## src/core/bcr_pkg.sv

```systemverilog
// Package with register map, field layout and reset constants of the regulator config bank.
package bcr_pkg;

  localparam logic [7:0] BCR_ADDR_CTRL = 8'h00;
  localparam logic [7:0] BCR_ADDR_VOUT = 8'h01;

  // Field positions in the regulator control register.
  localparam int BCR_BIT_SPREAD   = 7;
  localparam int BCR_BIT_RAMP     = 6;
  localparam int BCR_LIM_HI       = 5;
  localparam int BCR_LIM_LO       = 4;
  localparam int BCR_BIT_FACTORY  = 3;
  localparam int BCR_BIT_RESV     = 2;
  localparam int BCR_BIT_EN_SEL   = 1;
  localparam int BCR_BIT_SOFT_EN  = 0;

  // Reset value of the control register, factory bit excluded.
  localparam logic [7:0] BCR_CTRL_RST = 8'h00;

  // Output voltage code reset values, one per factory variant.
  localparam logic [7:0] BCR_VOUT_RST_V0 = 8'h06;
  localparam logic [7:0] BCR_VOUT_RST_V1 = 8'h24;
  localparam logic [7:0] BCR_VOUT_RST_V2 = 8'h46;
  localparam logic [7:0] BCR_VOUT_MAX    = 8'h78;

  // Output voltage scale in millivolts.
  localparam int BCR_VOUT_BASE_MV = 1500;
  localparam int BCR_VOUT_STEP_MV = 50;

  // Ramp durations in milliseconds for the two ramp selections.
  localparam int BCR_RAMP_SLOW_MS = 8;
  localparam int BCR_RAMP_FAST_MS = 4;

  // Peak current limit in milliamps for each limit code.
  localparam int BCR_LIM_BASE_MA = 700;
  localparam int BCR_LIM_STEP_MA = 100;

  // Depth of the pin synchronisers.
  localparam int BCR_SYNC_STAGES = 3;

  // Pin stage levels during reset: data line idles high, enable and limit select low.
  localparam logic [2:0] BCR_PIN_IDLE = 3'h1;

  typedef enum logic [1:0] {
    BCR_VAR_LOW,
    BCR_VAR_MID,
    BCR_VAR_HIGH
  } bcr_variant_t;

  function automatic logic [7:0] bcr_vout_reset(input bcr_variant_t v);
    case (v)
      BCR_VAR_MID:  return BCR_VOUT_RST_V1;
      BCR_VAR_HIGH: return BCR_VOUT_RST_V2;
      default:      return BCR_VOUT_RST_V0;
    endcase
  endfunction

  function automatic int bcr_vout_mv(input logic [7:0] code);
    return BCR_VOUT_BASE_MV + BCR_VOUT_STEP_MV * int'(code);
  endfunction

endpackage

```

## src/core/bcr_config_regs.sv

```systemverilog
// Configuration register bank of the step-down regulator, behind the serial byte engine.
//
// Functional notes
// - Control bit 7 turns spread-spectrum off at 0, on at 1; resets 0.
// - Control bit 6 selects ramp: 0 is 8 ms, 1 is 4 ms; resets 0.
// - Bits 5:4 code peak limit 700/800/900/1000 mA; reset 00.
// - Programmed limit applies only while the limit select pin is low.
// - Bit 3 is factory-set and read-only; writes leave it unchanged.
// - Enable combines bit 0 with pin; bit 1 picks OR at 0, AND at 1.
// - Voltage code sets output in 50 mV steps, 0x00 is 1.5 V.
// - External feedback variant ignores the voltage code for regulation.
// - Voltage code resets to 0x06, 0x24 or 0x46 by variant; read-write.
// - A written byte loads at the next data line rising edge after acknowledge or at the next data byte, whichever is first.
// - A stop condition leaves the register pointer unchanged.
`timescale 1ns/1ps
`default_nettype none

module bcr_config_regs #(
  parameter bcr_pkg::bcr_variant_t VARIANT      = bcr_pkg::BCR_VAR_LOW,
  parameter logic                  FACTORY_BIT  = 1'b0,
  parameter logic                  EXT_FEEDBACK = 1'b0
) (
  input  wire logic       core_clk,
  input  wire logic       rst,
  input  wire logic       ptr_wr,
  input  wire logic [7:0] ptr_data,
  input  wire logic       data_wr,
  input  wire logic [7:0] wr_data,
  input  wire logic       rd_next,
  input  wire logic       bus_stop,
  input  wire logic       sda_in,
  input  wire logic       en_pin,
  input  wire logic       current_cap_select_pin,
  output logic [7:0]      rd_data,
  output logic [7:0]      reg_pointer,
  output logic            spread_spectrum_on,
  output logic            ramp_time_select,
  output logic [1:0]      peak_limit_code,
  output logic            peak_limit_from_reg,
  output logic            regulator_enable,
  output logic [7:0]      output_voltage_code,
  output logic            vout_code_in_use
);

  localparam logic [7:0] CTRL_RST =
    bcr_pkg::BCR_CTRL_RST | (8'(FACTORY_BIT) << bcr_pkg::BCR_BIT_FACTORY);
  localparam logic [7:0] VOUT_RST = bcr_pkg::bcr_vout_reset(VARIANT);
  localparam logic [7:0] CTRL_WMASK = ~(8'h01 << bcr_pkg::BCR_BIT_FACTORY);

  // Pins: sda, enable, limit select. Three stages, filtered on stage two/three agreement.
  logic [2:0] sync1_r;
  logic [2:0] sync2_r;
  logic [2:0] sync3_r;
  logic [2:0] pin_r;
  logic [2:0] pin_nxt;

  logic [7:0] ctrl_r;
  logic [7:0] ctrl_nxt;
  logic [7:0] vout_r;
  logic [7:0] vout_nxt;
  logic [7:0] ptr_r;
  logic [7:0] ptr_nxt;
  logic [7:0] pend_data_r;
  logic [7:0] pend_ptr_r;
  logic       pend_r;
  logic       pend_nxt;
  logic [7:0] rd_data_r;
  logic [7:0] rd_sel;

  wire sda_f    = pin_r[0];
  wire en_f     = pin_r[1];
  wire current_cap_select_pin_f   = pin_r[2];
  wire sda_rise = pin_nxt[0] & ~sda_f;
  // A new data byte flushes an older pending byte so nothing is lost.
  wire commit    = pend_r & (sda_rise | data_wr);
  wire wr_ctrl   = commit & (pend_ptr_r == bcr_pkg::BCR_ADDR_CTRL);
  wire wr_vout   = commit & (pend_ptr_r == bcr_pkg::BCR_ADDR_VOUT);

  assign pin_nxt  = (sync2_r & sync3_r) | (pin_r & (sync2_r | sync3_r));
  assign ctrl_nxt = wr_ctrl ? ((pend_data_r & CTRL_WMASK) | (ctrl_r & ~CTRL_WMASK))
                            : ctrl_r;
  assign vout_nxt = wr_vout ? pend_data_r : vout_r;
  assign pend_nxt = data_wr | (pend_r & ~commit);
  // Pointer advances per data byte and per read byte; a stop leaves it alone.
  assign ptr_nxt  = ptr_wr ? ptr_data
                  : (data_wr | rd_next) ? ptr_r + 8'h01
                  : ptr_r;
  assign rd_sel   = (ptr_nxt == bcr_pkg::BCR_ADDR_CTRL) ? ctrl_nxt
                  : (ptr_nxt == bcr_pkg::BCR_ADDR_VOUT) ? vout_nxt
                  : 8'h00;

  always_ff @(posedge core_clk or posedge rst) begin
    if (rst) begin
      // The data line idles high, so its stages start high and no false rise follows reset.
      sync1_r <= bcr_pkg::BCR_PIN_IDLE;
      sync2_r <= bcr_pkg::BCR_PIN_IDLE;
      sync3_r <= bcr_pkg::BCR_PIN_IDLE;
      pin_r   <= bcr_pkg::BCR_PIN_IDLE;
    end else begin
      sync1_r <= {current_cap_select_pin, en_pin, sda_in};
      sync2_r <= sync1_r;
      sync3_r <= sync2_r;
      pin_r   <= pin_nxt;
    end
  end

  always_ff @(posedge core_clk or posedge rst) begin
    if (rst) begin
      ctrl_r      <= CTRL_RST;
      vout_r      <= VOUT_RST;
      ptr_r       <= 8'h00;
      pend_r      <= 1'b0;
      pend_data_r <= 8'h00;
      pend_ptr_r  <= 8'h00;
      rd_data_r   <= 8'h00;
    end else begin
      ctrl_r    <= ctrl_nxt;
      vout_r    <= vout_nxt;
      ptr_r     <= ptr_nxt;
      pend_r    <= pend_nxt;
      rd_data_r <= rd_sel;
      if (data_wr) begin
        pend_data_r <= wr_data;
        pend_ptr_r  <= ptr_r;
      end
    end
  end

  assign rd_data             = rd_data_r;
  assign reg_pointer         = ptr_r;
  assign spread_spectrum_on  = ctrl_r[bcr_pkg::BCR_BIT_SPREAD];
  assign ramp_time_select    = ctrl_r[bcr_pkg::BCR_BIT_RAMP];
  assign peak_limit_code     = ctrl_r[bcr_pkg::BCR_LIM_HI:bcr_pkg::BCR_LIM_LO];
  assign peak_limit_from_reg = ~current_cap_select_pin_f;
  assign regulator_enable    = ctrl_r[bcr_pkg::BCR_BIT_EN_SEL]
                             ? (ctrl_r[bcr_pkg::BCR_BIT_SOFT_EN] & en_f)
                             : (ctrl_r[bcr_pkg::BCR_BIT_SOFT_EN] | en_f);
  assign output_voltage_code = vout_r;
  assign vout_code_in_use    = ~EXT_FEEDBACK;
endmodule

`default_nettype wire

```

## config.mk

```make
export PLATFORM = sky130hd
export DESIGN_NAME = bcr_config_regs
export DESIGN_NICKNAME = d
export VERILOG_FILES = /design/src/core/bcr_pkg.sv /design/src/core/bcr_config_regs.sv
export SDC_FILE = /design/constraint.sdc
export NUM_CORES = 1
export LEC_CHECK = 0
export BUFFER_PORTS_ARGS = -buffer_cell sky130_fd_sc_hd__buf_2
export CAP_MARGIN = 10
export CORE_ASPECT_RATIO = 1.75
export CORE_MARGIN = 2
export CORE_UTILIZATION = 30
export CTS_BUF_LIST = sky130_fd_sc_hd__clkbuf_8 sky130_fd_sc_hd__clkbuf_16
export DETAILED_ROUTE_END_ITERATION = 12
export GPL_ROUTABILITY_DRIVEN = 0
export GPL_TIMING_DRIVEN = 0
export HOLD_SLACK_MARGIN = 0.02
export SYNTH_ARGS = -nofsm -noshare
export SYNTH_HDL_FRONTEND = slang
export SYNTH_SLANG_ARGS = --single-unit
```

## constraint.sdc

```tcl
create_clock -name core_clk -period 2.1 [get_ports core_clk]
set_input_delay 0.63 -clock core_clk [delete_from_list [all_inputs] [get_ports core_clk]]
set_output_delay 0.63 -clock core_clk [all_outputs]
set_load 0.01 [all_outputs]
```

==> impl_metrics.csv, run 1 <==
group,metric,value,unit
die,dieArea,0.00904,sq mm
synthesis,synthArstFlopShare,100,%
synthesis,syn-num-nets,202,
timing,slew_headroom,50.8,%
timing,hold_violations,0,
die,core_area,0.00796,sq mm
clock_network,clk_latency,320,ps
worst_setup_path,cp-end-kind,"register",
detailed_routing,drt_iter0_drc,44,
global_route,grt_util_all_layers,12.7,%
cells_and_area,nFillCells,778,
die,io_pins,56,
detailed_routing,drt-total-wl,5.28,mm
clock_network,h-tree-depth,3,
synthesis,synth-seq-cells,60,
cells_and_area,area_growth,29.4,%
timing,clock_skew,3.54,ps
die,num_rows,43,
placement,io_buffers,52,
timing,min_period_over_period,94.7,%
global_route,antenna_found_initial,0,
clock_network,cts.clk_slew.worst_paths,50,ps
cells_and_area,antenna_cells,0,
worst_setup_path,worst-setup-path-type,"register to register",
timing,tightest_slew,736,ps
worst_setup_path,r2r_cells,7,
power_and_ir_drop,leakagePower,1.51,nW
status,outcome,"complete, no violations",
detailed_routing,first_pass_iters,2,
worst_setup_path,cp.required,2340,ps
power_and_ir_drop,irDropWorstVdd,0.428,mV
clock_network,clock_path_buffers,2,
synthesis,synth-edff-count,0,
clock_network,cts_buffers,9,
synthesis,synthCells,176,
cells_and_area,multi_input_area,913,sq um
global_route,first_global_vias,1620,
synthesis,yosysWarnings,0,
synthesis,synth_area,0.00248,sq mm
cells_and_area,final_net_count,270,
global_route,grt_max_degree,34,
detailed_routing,wl_per_cell,15.6,um
worst_setup_path,worstPathArrival,2230,ps
synthesis,synth.avg_cell_area,14.1,sq um
timing,fin_hold_ws,347,ps
global_route,grt_overflow_total,0,
worst_setup_path,worst-path-max-fanout,8,
power_and_ir_drop,power,3.22,mW
die,initial_core_util,31.1,%
timing,setup_viol,0,
timing,slew_violations,0,
synthesis,synth.distinct_cells,34,
worst_hold_path,hold_path.class,"register to register",
cells_and_area,seq_area,0.00151,sq mm
placement,dp_hpwl,3.76,mm
clock_network,cts_tree,"done",
global_route,grt_pass1_wl,8.31,mm
power_and_ir_drop,p_per_area,1000,mW/mm^2
detailed_routing,via_per_inst,4.76,
run,maxCapViolCount,0,
die,die_h,124,um
cells_and_area,post_route_cells_drive_above_1_share,51.8,%
clock_network,numClockSinks,60,
timing,fmax,0.503,GHz
synthesis,synth_flop_cell,"dfrtp_1",
detailed_routing,drtAntennaViolNets,0,
detailed_routing,num_vias,1613,
detailed_routing,drc,0,
clock_network,cts_root_buf,"clkbuf_16",
timing,timing.final.crit_period,1990,ps
synthesis,yosysSeqAreaShare,60.8,%
worst_hold_path,whs_path_depth,0,
cells_and_area,final_util,40.3,%
worst_setup_path,critPathLaunchType,"register",
clock_network,cts-hold-fix-buffers,0,
placement,dp_cells,319,
die,die_x,72.7,um
cells_and_area,instances_no_fill,339,
[per-layer routing]
metal	track usage [%]	routed length [um]	part of all wire [%]	vias up
li1	-	-	-	759
met1	13.6	2000	38	807
met2	21.1	2940	56	36
met3	4.29	202	3.8	11
met4	7.52	150	2.8	0
met5	0	0	0	-
[critical path: stages (launching register included)]
cell and delay, ps:
dfrtp_2 430, ha_1 220, o21ai_1 90, xor2_1 180, o21ai_1 100, or4_4 530
buf_6 170, nor3_2 180
[final cells by class]
type,instances,area share [%]
sequential,60,47.1
multi-input combinational,101,28.5
timing repair buffer,57,9.67
clock buffer,10,7.45
tap,90,3.51
buffer,10,2.30
clock inverter,6,0.780
inverter,5,0.702
[registers in the layout (all words and copies together), names as in the netlist]
| name | flops |
|---|---|
| sync1_r | 3 |
| sync2_r | 3 |
| output_voltage_code | 8 |
| reg_pointer | 8 |
| pin_r | 3 |
| sync3_r | 3 |
| rd_data | 8 |
| ctrl_r | 7 |
| pend_r | 1 |
| pend_data_r | 8 |
| pend_ptr_r | 8 |
[cells by family after synthesis]
kind of cell	after synthesis	synth area share (%)
and+or+nand+nor	36	9.43
DFF	60	60.8
buffers and inverters	15	3.73
AOI/OAI and AO/OA	17	5.45
adders and majority gates	4	1.72
muxes	39	17.3
xor gates and xnor gates	4	1.41
other	1	0.151
[worst paths after layout]
check	start	endpoint	slack, ps
worst max-delay path	reg_pointer[0]$_DFF_PP0_	rd_data[2]$_DFF_PP0_	110
worst min-delay path	sync1_r[2]$_DFF_PP0_	sync2_r[2]$_DFF_PP0_	350
worst max register to register	reg_pointer[0]$_DFF_PP0_	rd_data[2]$_DFF_PP0_	110
worst min register to register	sync1_r[2]$_DFF_PP0_	sync2_r[2]$_DFF_PP0_	350
max in group asynchronous	rst	output_voltage_code[1]$_DFF_PP1_	1030
min in group asynchronous	rst	pend_data_r[7]$_DFFE_PP0P_	430
[through the flow]
stage	instance area [sq um]	setup WS (ps)	setup TNS, ps
floorplan	2480	28.8	0
global placement	2860	-159	-1070
detailed placement	2880	-165	-1110
CTS	3140	8.29	0
global route	3210	-1.91	-1.91
finish	3210	112	0
[cells in the mapped netlist, types with 3 or more instances]
library cell   n  area share (%)
nor3_2         8             3.2
mux2i_1        9             3.6
maj3_1         3             1.2
inv_1          5            0.76
mux2_2        28              13
o21ai_0        5             1.0
nor2_1         5            0.76
o21ai_1        5             1.0
dfrtp_1       54              54
nand2_1       12             1.8
dfstp_2        6             6.4
xor2_1         4             1.4
buf_4          5             1.5
[where the power goes]
part           switching [mW]  leakage, nW  internal (mW)
combinational           0.260        0.628          0.259
sequential              0.105        0.732           1.31
clock                   0.473        0.147          0.806
total                   0.838         1.51           2.38
[cell usage in the layout, fill, tap and decap left out, types with 3 or more instances in the layout]
| master | n |
|---|---|
| mux2_2 | 28 |
| nor2_1 | 5 |
| o2111ai_4 | 3 |
| maj3_1 | 3 |
| inv_1 | 8 |
| buf_2 | 54 |
| dfrtp_1 | 52 |
| clkbuf_16 | 9 |
| buf_4 | 9 |
| dfstp_2 | 6 |
| nor3_2 | 8 |
| nand2_1 | 12 |
| o21ai_0 | 5 |
| o21ai_1 | 5 |
| xor2_1 | 4 |
| mux2i_1 | 9 |
[timing repair]
item | CTS | global route
gates resized for setup | 1 | 5
setup buffers | 0 | 4
setup endpoints to repair | 3 | 8
Power figures use the tool's default switching activity.
==> inputs of run 2 (changes only) <==
--- a/config.mk
+++ b/config.mk
@@ -6,7 +6,6 @@
 export NUM_CORES = 1
 export LEC_CHECK = 0
 export BUFFER_PORTS_ARGS = -buffer_cell sky130_fd_sc_hd__buf_2
-export CAP_MARGIN = 10
 export CORE_ASPECT_RATIO = 1.75
 export CORE_MARGIN = 2
 export CORE_UTILIZATION = 30
==> constraint.sdc (replaced) <==
create_clock -name core_clk -period 2.1 [get_ports core_clk]
set_input_delay 0.42 -clock core_clk [delete_from_list [all_inputs] [get_ports core_clk]]
set_output_delay 0.42 -clock core_clk [all_outputs]
set_load 0.01 [all_outputs]
==> impl_metrics.csv, run 2 (synthesized netlist as in run 1, its figures left out) <==
group,metric,value,unit
timing,clock_skew,4.84,ps
status,outcome,"complete, no violations",
die,die_x,72.7,um
cells_and_area,final_cell_mix,"54 x buf_2, 52 x dfrtp_1, 28 x mux2_2",
detailed_routing,drtAntennaViolNets,0,
clock_network,cts_tree,"done",
placement,pre_cts_slack,13.6,ps
worst_setup_path,critPathLaunchType,"register",
cells_and_area,final_util,40.2,%
cells_and_area,nFillCells,792,
detailed_routing,drt_iter0_drc,50,
placement,place_area,0.00287,sq mm
global_route,grt_overflow_total,0,
global_route,antenna_found_initial,0,
global_route,grt_util_all_layers,12.6,%
power_and_ir_drop,leakagePower,1.50,nW
detailed_routing,wl_per_cell,15.6,um
cells_and_area,post_route_cells_drive_above_1_share,52.2,%
clock_network,h-tree-depth,3,
worst_setup_path,worstPathArrival,2240,ps
die,initial_core_util,31.1,%
die,io_pins,56,
worst_setup_path,cp-end-kind,"register",
power_and_ir_drop,p_per_area,1000,mW/mm^2
worst_setup_path,startpoint,"reg_pointer[2]$_DFF_PP0_",
placement,dp_hpwl,3.79,mm
global_route,grt_pass1_wl,8.29,mm
cells_and_area,antenna_cells,0,
global_route,first_global_vias,1605,
clock_network,cts_root_buf,"clkbuf_16",
die,num_rows,43,
die,core_area,0.00796,sq mm
power_and_ir_drop,power,3.20,mW
cells_and_area,postLayoutCellArea,0.00320,sq mm
clock_network,cts-hold-fix-buffers,0,
detailed_routing,num_vias,1598,
timing,timing.final.crit_period,2000,ps
timing,fmax,0.500,GHz
worst_setup_path,r2r_setup_slack,100,ps
worst_hold_path,hold_path.class,"input pin to async pin",
clock_network,clock_path_buffers,2,
timing,hold_violations,0,
timing,min_period_over_period,95.2,%
timing,setup_viol,0,
clock_network,cts.clk_slew.worst_paths,50,ps
cells_and_area,final_net_count,268,
detailed_routing,via_per_inst,4.74,
cells_and_area,seq_area,0.00151,sq mm
clock_network,numClockSinks,60,
worst_setup_path,cp.required,2340,ps
timing,rsz0062_at_grt,"no",
cells_and_area,instances_no_fill,337,
timing,slew_violations,0,
placement,io_buffers,52,
global_route,grt_max_degree,32,
power_and_ir_drop,irDropWorstVdd,0.448,mV
timing,final.setup.tns,0,ps
placement,dp_cells,319,
clock_network,clk_latency,320,ps
clock_network,cts_buffers,9,
worst_setup_path,worstReg2RegStart,"reg_pointer[2]$_DFF_PP0_",
detailed_routing,drt-total-wl,5.25,mm
worst_setup_path,r2r_cells,6,
worst_setup_path,worst-setup-path-type,"register to register",
detailed_routing,drc,0,
timing,fin_hold_ws,188,ps
detailed_routing,first_pass_iters,6,
run,maxCapViolCount,0,
timing,setup_ws,100,ps
worst_setup_path,worst-path-max-fanout,8,
die,die_h,124,um
die,dieArea,0.00904,sq mm
cells_and_area,multi_input_area,922,sq um
cells_and_area,area_growth,29.0,%
timing,slew_headroom,56.9,%
timing,tightest_slew,645,ps
cells_and_area,final_common_cell,"buf_2",
worst_setup_path,r2r-end,"rd_data[1]$_DFF_PP0_",
## run 2: worst max path at each step
| stage | endpoint | slack (ps) | cells past startpoint |
|---|---|---|---|
| floorplan | rd_data[0]$_DFF_PP0_ | 190 | 7 |
| global placement | pend_data_r[2]$_DFFE_PP0P_ | -520 | 2 |
| detailed placement | rd_data[2]$_DFF_PP0_ | 10 | 7 |
| CTS | rd_data[0]$_DFF_PP0_ | 20 | 5 |
| global route | rd_data[4]$_DFF_PP0_ | 3 | 7 |
| finish | rd_data[1]$_DFF_PP0_ | 100 | 6 |
## run 2: metal layers
metal  vias to the layer above  share of wire, %  global-route usage (%)
li1                        750                 -                       -
met1                       802                38                    14.1
met2                        40                56                    20.6
met3                         6               3.8                    4.13
met4                         0               2.0                    6.86
met5                         -                 0                       0
## run 2: worst max-delay path: stages (launching register included)
cell and delay [ps]:
dfrtp_1 500, o2111ai_4 180, o21ai_1 180, a31oi_1 130
or4_4 560, buf_6 170, nor3_2 190
## run 2: cell type report
class	count	area share (%)
inverter	5	0.587
sequential	60	47.3
clock buffer	10	7.47
tap	90	3.52
buffer	10	2.31
clock inverter	6	0.782
multi-input combinational	101	28.8
timing repair buffer	55	9.23
## run 2: what timing repair did
item,4_1_cts,5_1_grt
gates resized for setup,1,7
setup buffers,0,2
setup endpoints to repair,2,8
pin swaps,0,0
## run 2: where the power goes
group / switching [mW] / internal, mW
combinational: 0.256 / 0.252
clock: 0.466 / 0.805
sequential: 0.110 / 1.31
==> inputs of run 3 (changes only) <==
--- a/config.mk
+++ b/config.mk
@@ -14,6 +14,7 @@
 export GPL_ROUTABILITY_DRIVEN = 0
 export GPL_TIMING_DRIVEN = 0
 export HOLD_SLACK_MARGIN = 0.02
+export MAX_ROUTING_LAYER = met4
 export SYNTH_ARGS = -nofsm -noshare
 export SYNTH_HDL_FRONTEND = slang
 export SYNTH_SLANG_ARGS = --single-unit
==> impl_metrics.csv, run 3 (synthesized netlist as in run 1, its figures left out) <==
group,metric,value,unit
placement,io_buffers,52,
timing,timing.final.crit_period,2000,ps
cells_and_area,postLayoutCellArea,0.00320,sq mm
power_and_ir_drop,leakagePower,1.50,nW
placement,pre_cts_slack,13.6,ps
power_and_ir_drop,p_int,2.37,mW
die,dieArea,0.00904,sq mm
clock_network,clk_latency,320,ps
timing,setup_viol,0,
worst_setup_path,worst-setup-path-type,"register to register",
placement,dp_hpwl,3.79,mm
power_and_ir_drop,p_sw_share,26.0,%
clock_network,clock_path_buffers,2,
detailed_routing,num_vias,1585,
placement,place_area,0.00287,sq mm
die,io_pins,56,
worst_setup_path,worst-path-max-fanout,8,
clock_network,cts_root_buf,"clkbuf_16",
detailed_routing,first_pass_iters,4,
die,die_x,72.7,um
cells_and_area,final_util,40.2,%
power_and_ir_drop,power,3.21,mW
detailed_routing,drt-total-wl,5.24,mm
timing,fmax,0.500,GHz
clock_network,numClockSinks,60,
clock_network,cts_buffers,9,
die,num_rows,43,
timing,rsz0062_at_grt,"no",
timing,min_period_over_period,95.2,%
worst_setup_path,critPathLaunchType,"register",
cells_and_area,final_net_count,268,
timing,fin_hold_ws,190,ps
worst_setup_path,cp_num_buf_inv,1,
status,outcome,"complete, no violations",
power_and_ir_drop,p_per_area,1000,mW/mm^2
detailed_routing,drc,0,
timing,hold_violations,0,
detailed_routing,via_per_inst,4.70,
worst_setup_path,crit_slowest_cell,"or4_4",
worst_hold_path,hold_path.class,"input pin to async pin",
cells_and_area,final_common_cell,"buf_2",
detailed_routing,drt_iter0_drc,47,
die,initial_core_util,31.1,%
timing,clock_skew,3.08,ps
cells_and_area,seq_area,0.00151,sq mm
global_route,grt_overflow_total,0,
clock_network,cts-hold-fix-buffers,0,
die,die_h,124,um
cells_and_area,area_growth,29.0,%
timing,slew_headroom,56.6,%
worst_setup_path,critical-path-max-stage-delay,560,ps
clock_network,h-tree-depth,3,
power_and_ir_drop,p_switching,0.835,mW
cells_and_area,nFillCells,792,
timing,tightest_slew,650,ps
worst_setup_path,path_delay_family,"simple AND/OR/NAND/NOR gates",
clock_network,cts.clk_slew.worst_paths,50,ps
cells_and_area,final_cell_mix,"54 x buf_2, 52 x dfrtp_1, 28 x mux2_2",
detailed_routing,drtAntennaViolNets,0,
run,maxCapViolCount,0,
die,core_area,0.00796,sq mm
global_route,grt_pass1_wl,8.31,mm
power_and_ir_drop,p_seq_share,44.4,%
power_and_ir_drop,clkPwrFrac,39.7,%
detailed_routing,wl_per_cell,15.6,um
timing,slew_violations,0,
cells_and_area,antenna_cells,0,
global_route,grt_max_degree,32,
power_and_ir_drop,comb_power_share,15.8,%
power_and_ir_drop,irDropWorstVdd,0.449,mV
worst_setup_path,cp-end-kind,"register",
worst_setup_path,crit_chain,"o2111ai_4 > o21ai_1 > a31oi_1 > or4_4 > buf_6 > nor3_2",
cells_and_area,multi_input_area,922,sq um
worst_setup_path,cp.required,2340,ps
global_route,grt_util_all_layers,13.0,%
global_route,first_global_vias,1609,
global_route,antenna_found_initial,0,
clock_network,cts_tree,"done",
worst_setup_path,worstPathArrival,2240,ps
timing,setup_ws,101,ps
cells_and_area,post_route_cells_drive_above_1_share,52.2,%
[run 3: cell counts in the layout (fill, tap and decap cells not counted)]
No cell type changed its count.
[run 3: routing by layer]
layer  vias up  global-route usage (%)  part of all wire (%)  wire [um]
met5         -                       -                     0          0
met4         0                    6.86                   2.3        118
met3         8                    3.96                   3.1        162
met2        33                    20.6                    56       2920
met1       794                    14.2                    39       2040
li1        750                       -                     -          -
[run 3: metrics by stage]
step / setup TNS (ps) / std cells
floorplan: 0 / 176
global placement: -27920 / 318
detailed placement: 0 / 319
CTS: 0 / 335
global route: 0 / 337
finish: 0 / 337
[run 3: worst register-to-register path: cells and delay by family, from the launching register on]
| family | cells | cell delay [ps] |
|---|---|---|
| flip-flops | 1 | 500 |
| AO/OA/AOI/OAI | 3 | 490 |
| AND/OR/NAND/NOR | 2 | 760 |
| buffers and inverters | 1 | 170 |
[run 3: worst paths after layout]
kind | startpoint | to | slack (ps) | cells after the start
worst max-delay path | reg_pointer[2]$_DFF_PP0_ | rd_data[4]$_DFF_PP0_ | 100 | 6
worst min-delay path | rst | pin_r[2]$_DFF_PP0_ | 190 | 2
worst max register to register | reg_pointer[2]$_DFF_PP0_ | rd_data[4]$_DFF_PP0_ | 100 | 6
worst min register to register | sync1_r[2]$_DFF_PP0_ | sync2_r[2]$_DFF_PP0_ | 350 | 0
max in group asynchronous | rst | output_voltage_code[1]$_DFF_PP1_ | 1250 | 3
min in group core_clk | sda_in | sync1_r[0]$_DFF_PP1_ | 200 | 1
[run 3: final cells by class]
class / count / share of cell area [%]
clock buffer: 10 / 7.47
multi-input combinational: 101 / 28.8
inverter: 5 / 0.587
sequential: 60 / 47.3
tap: 90 / 3.52
timing repair buffer: 55 / 9.23
clock inverter: 6 / 0.782
buffer: 10 / 2.31
[run 3: power by group through the flow]
stage	Sequential [mW]	Combinational [mW]	Clock [mW]
finish	1.43	0.508	1.27
global route	1.45	0.554	1.36
CTS	1.42	0.499	1.30
detailed placement	1.44	0.497	0
global placement	1.43	0.482	0
floorplan	1.44	0.301	0
[run 3: what timing repair did]
action                                  CTS  global route
endpoints found under the setup margin    2             8
buffers inserted                          0             2
resized for setup                         1             7
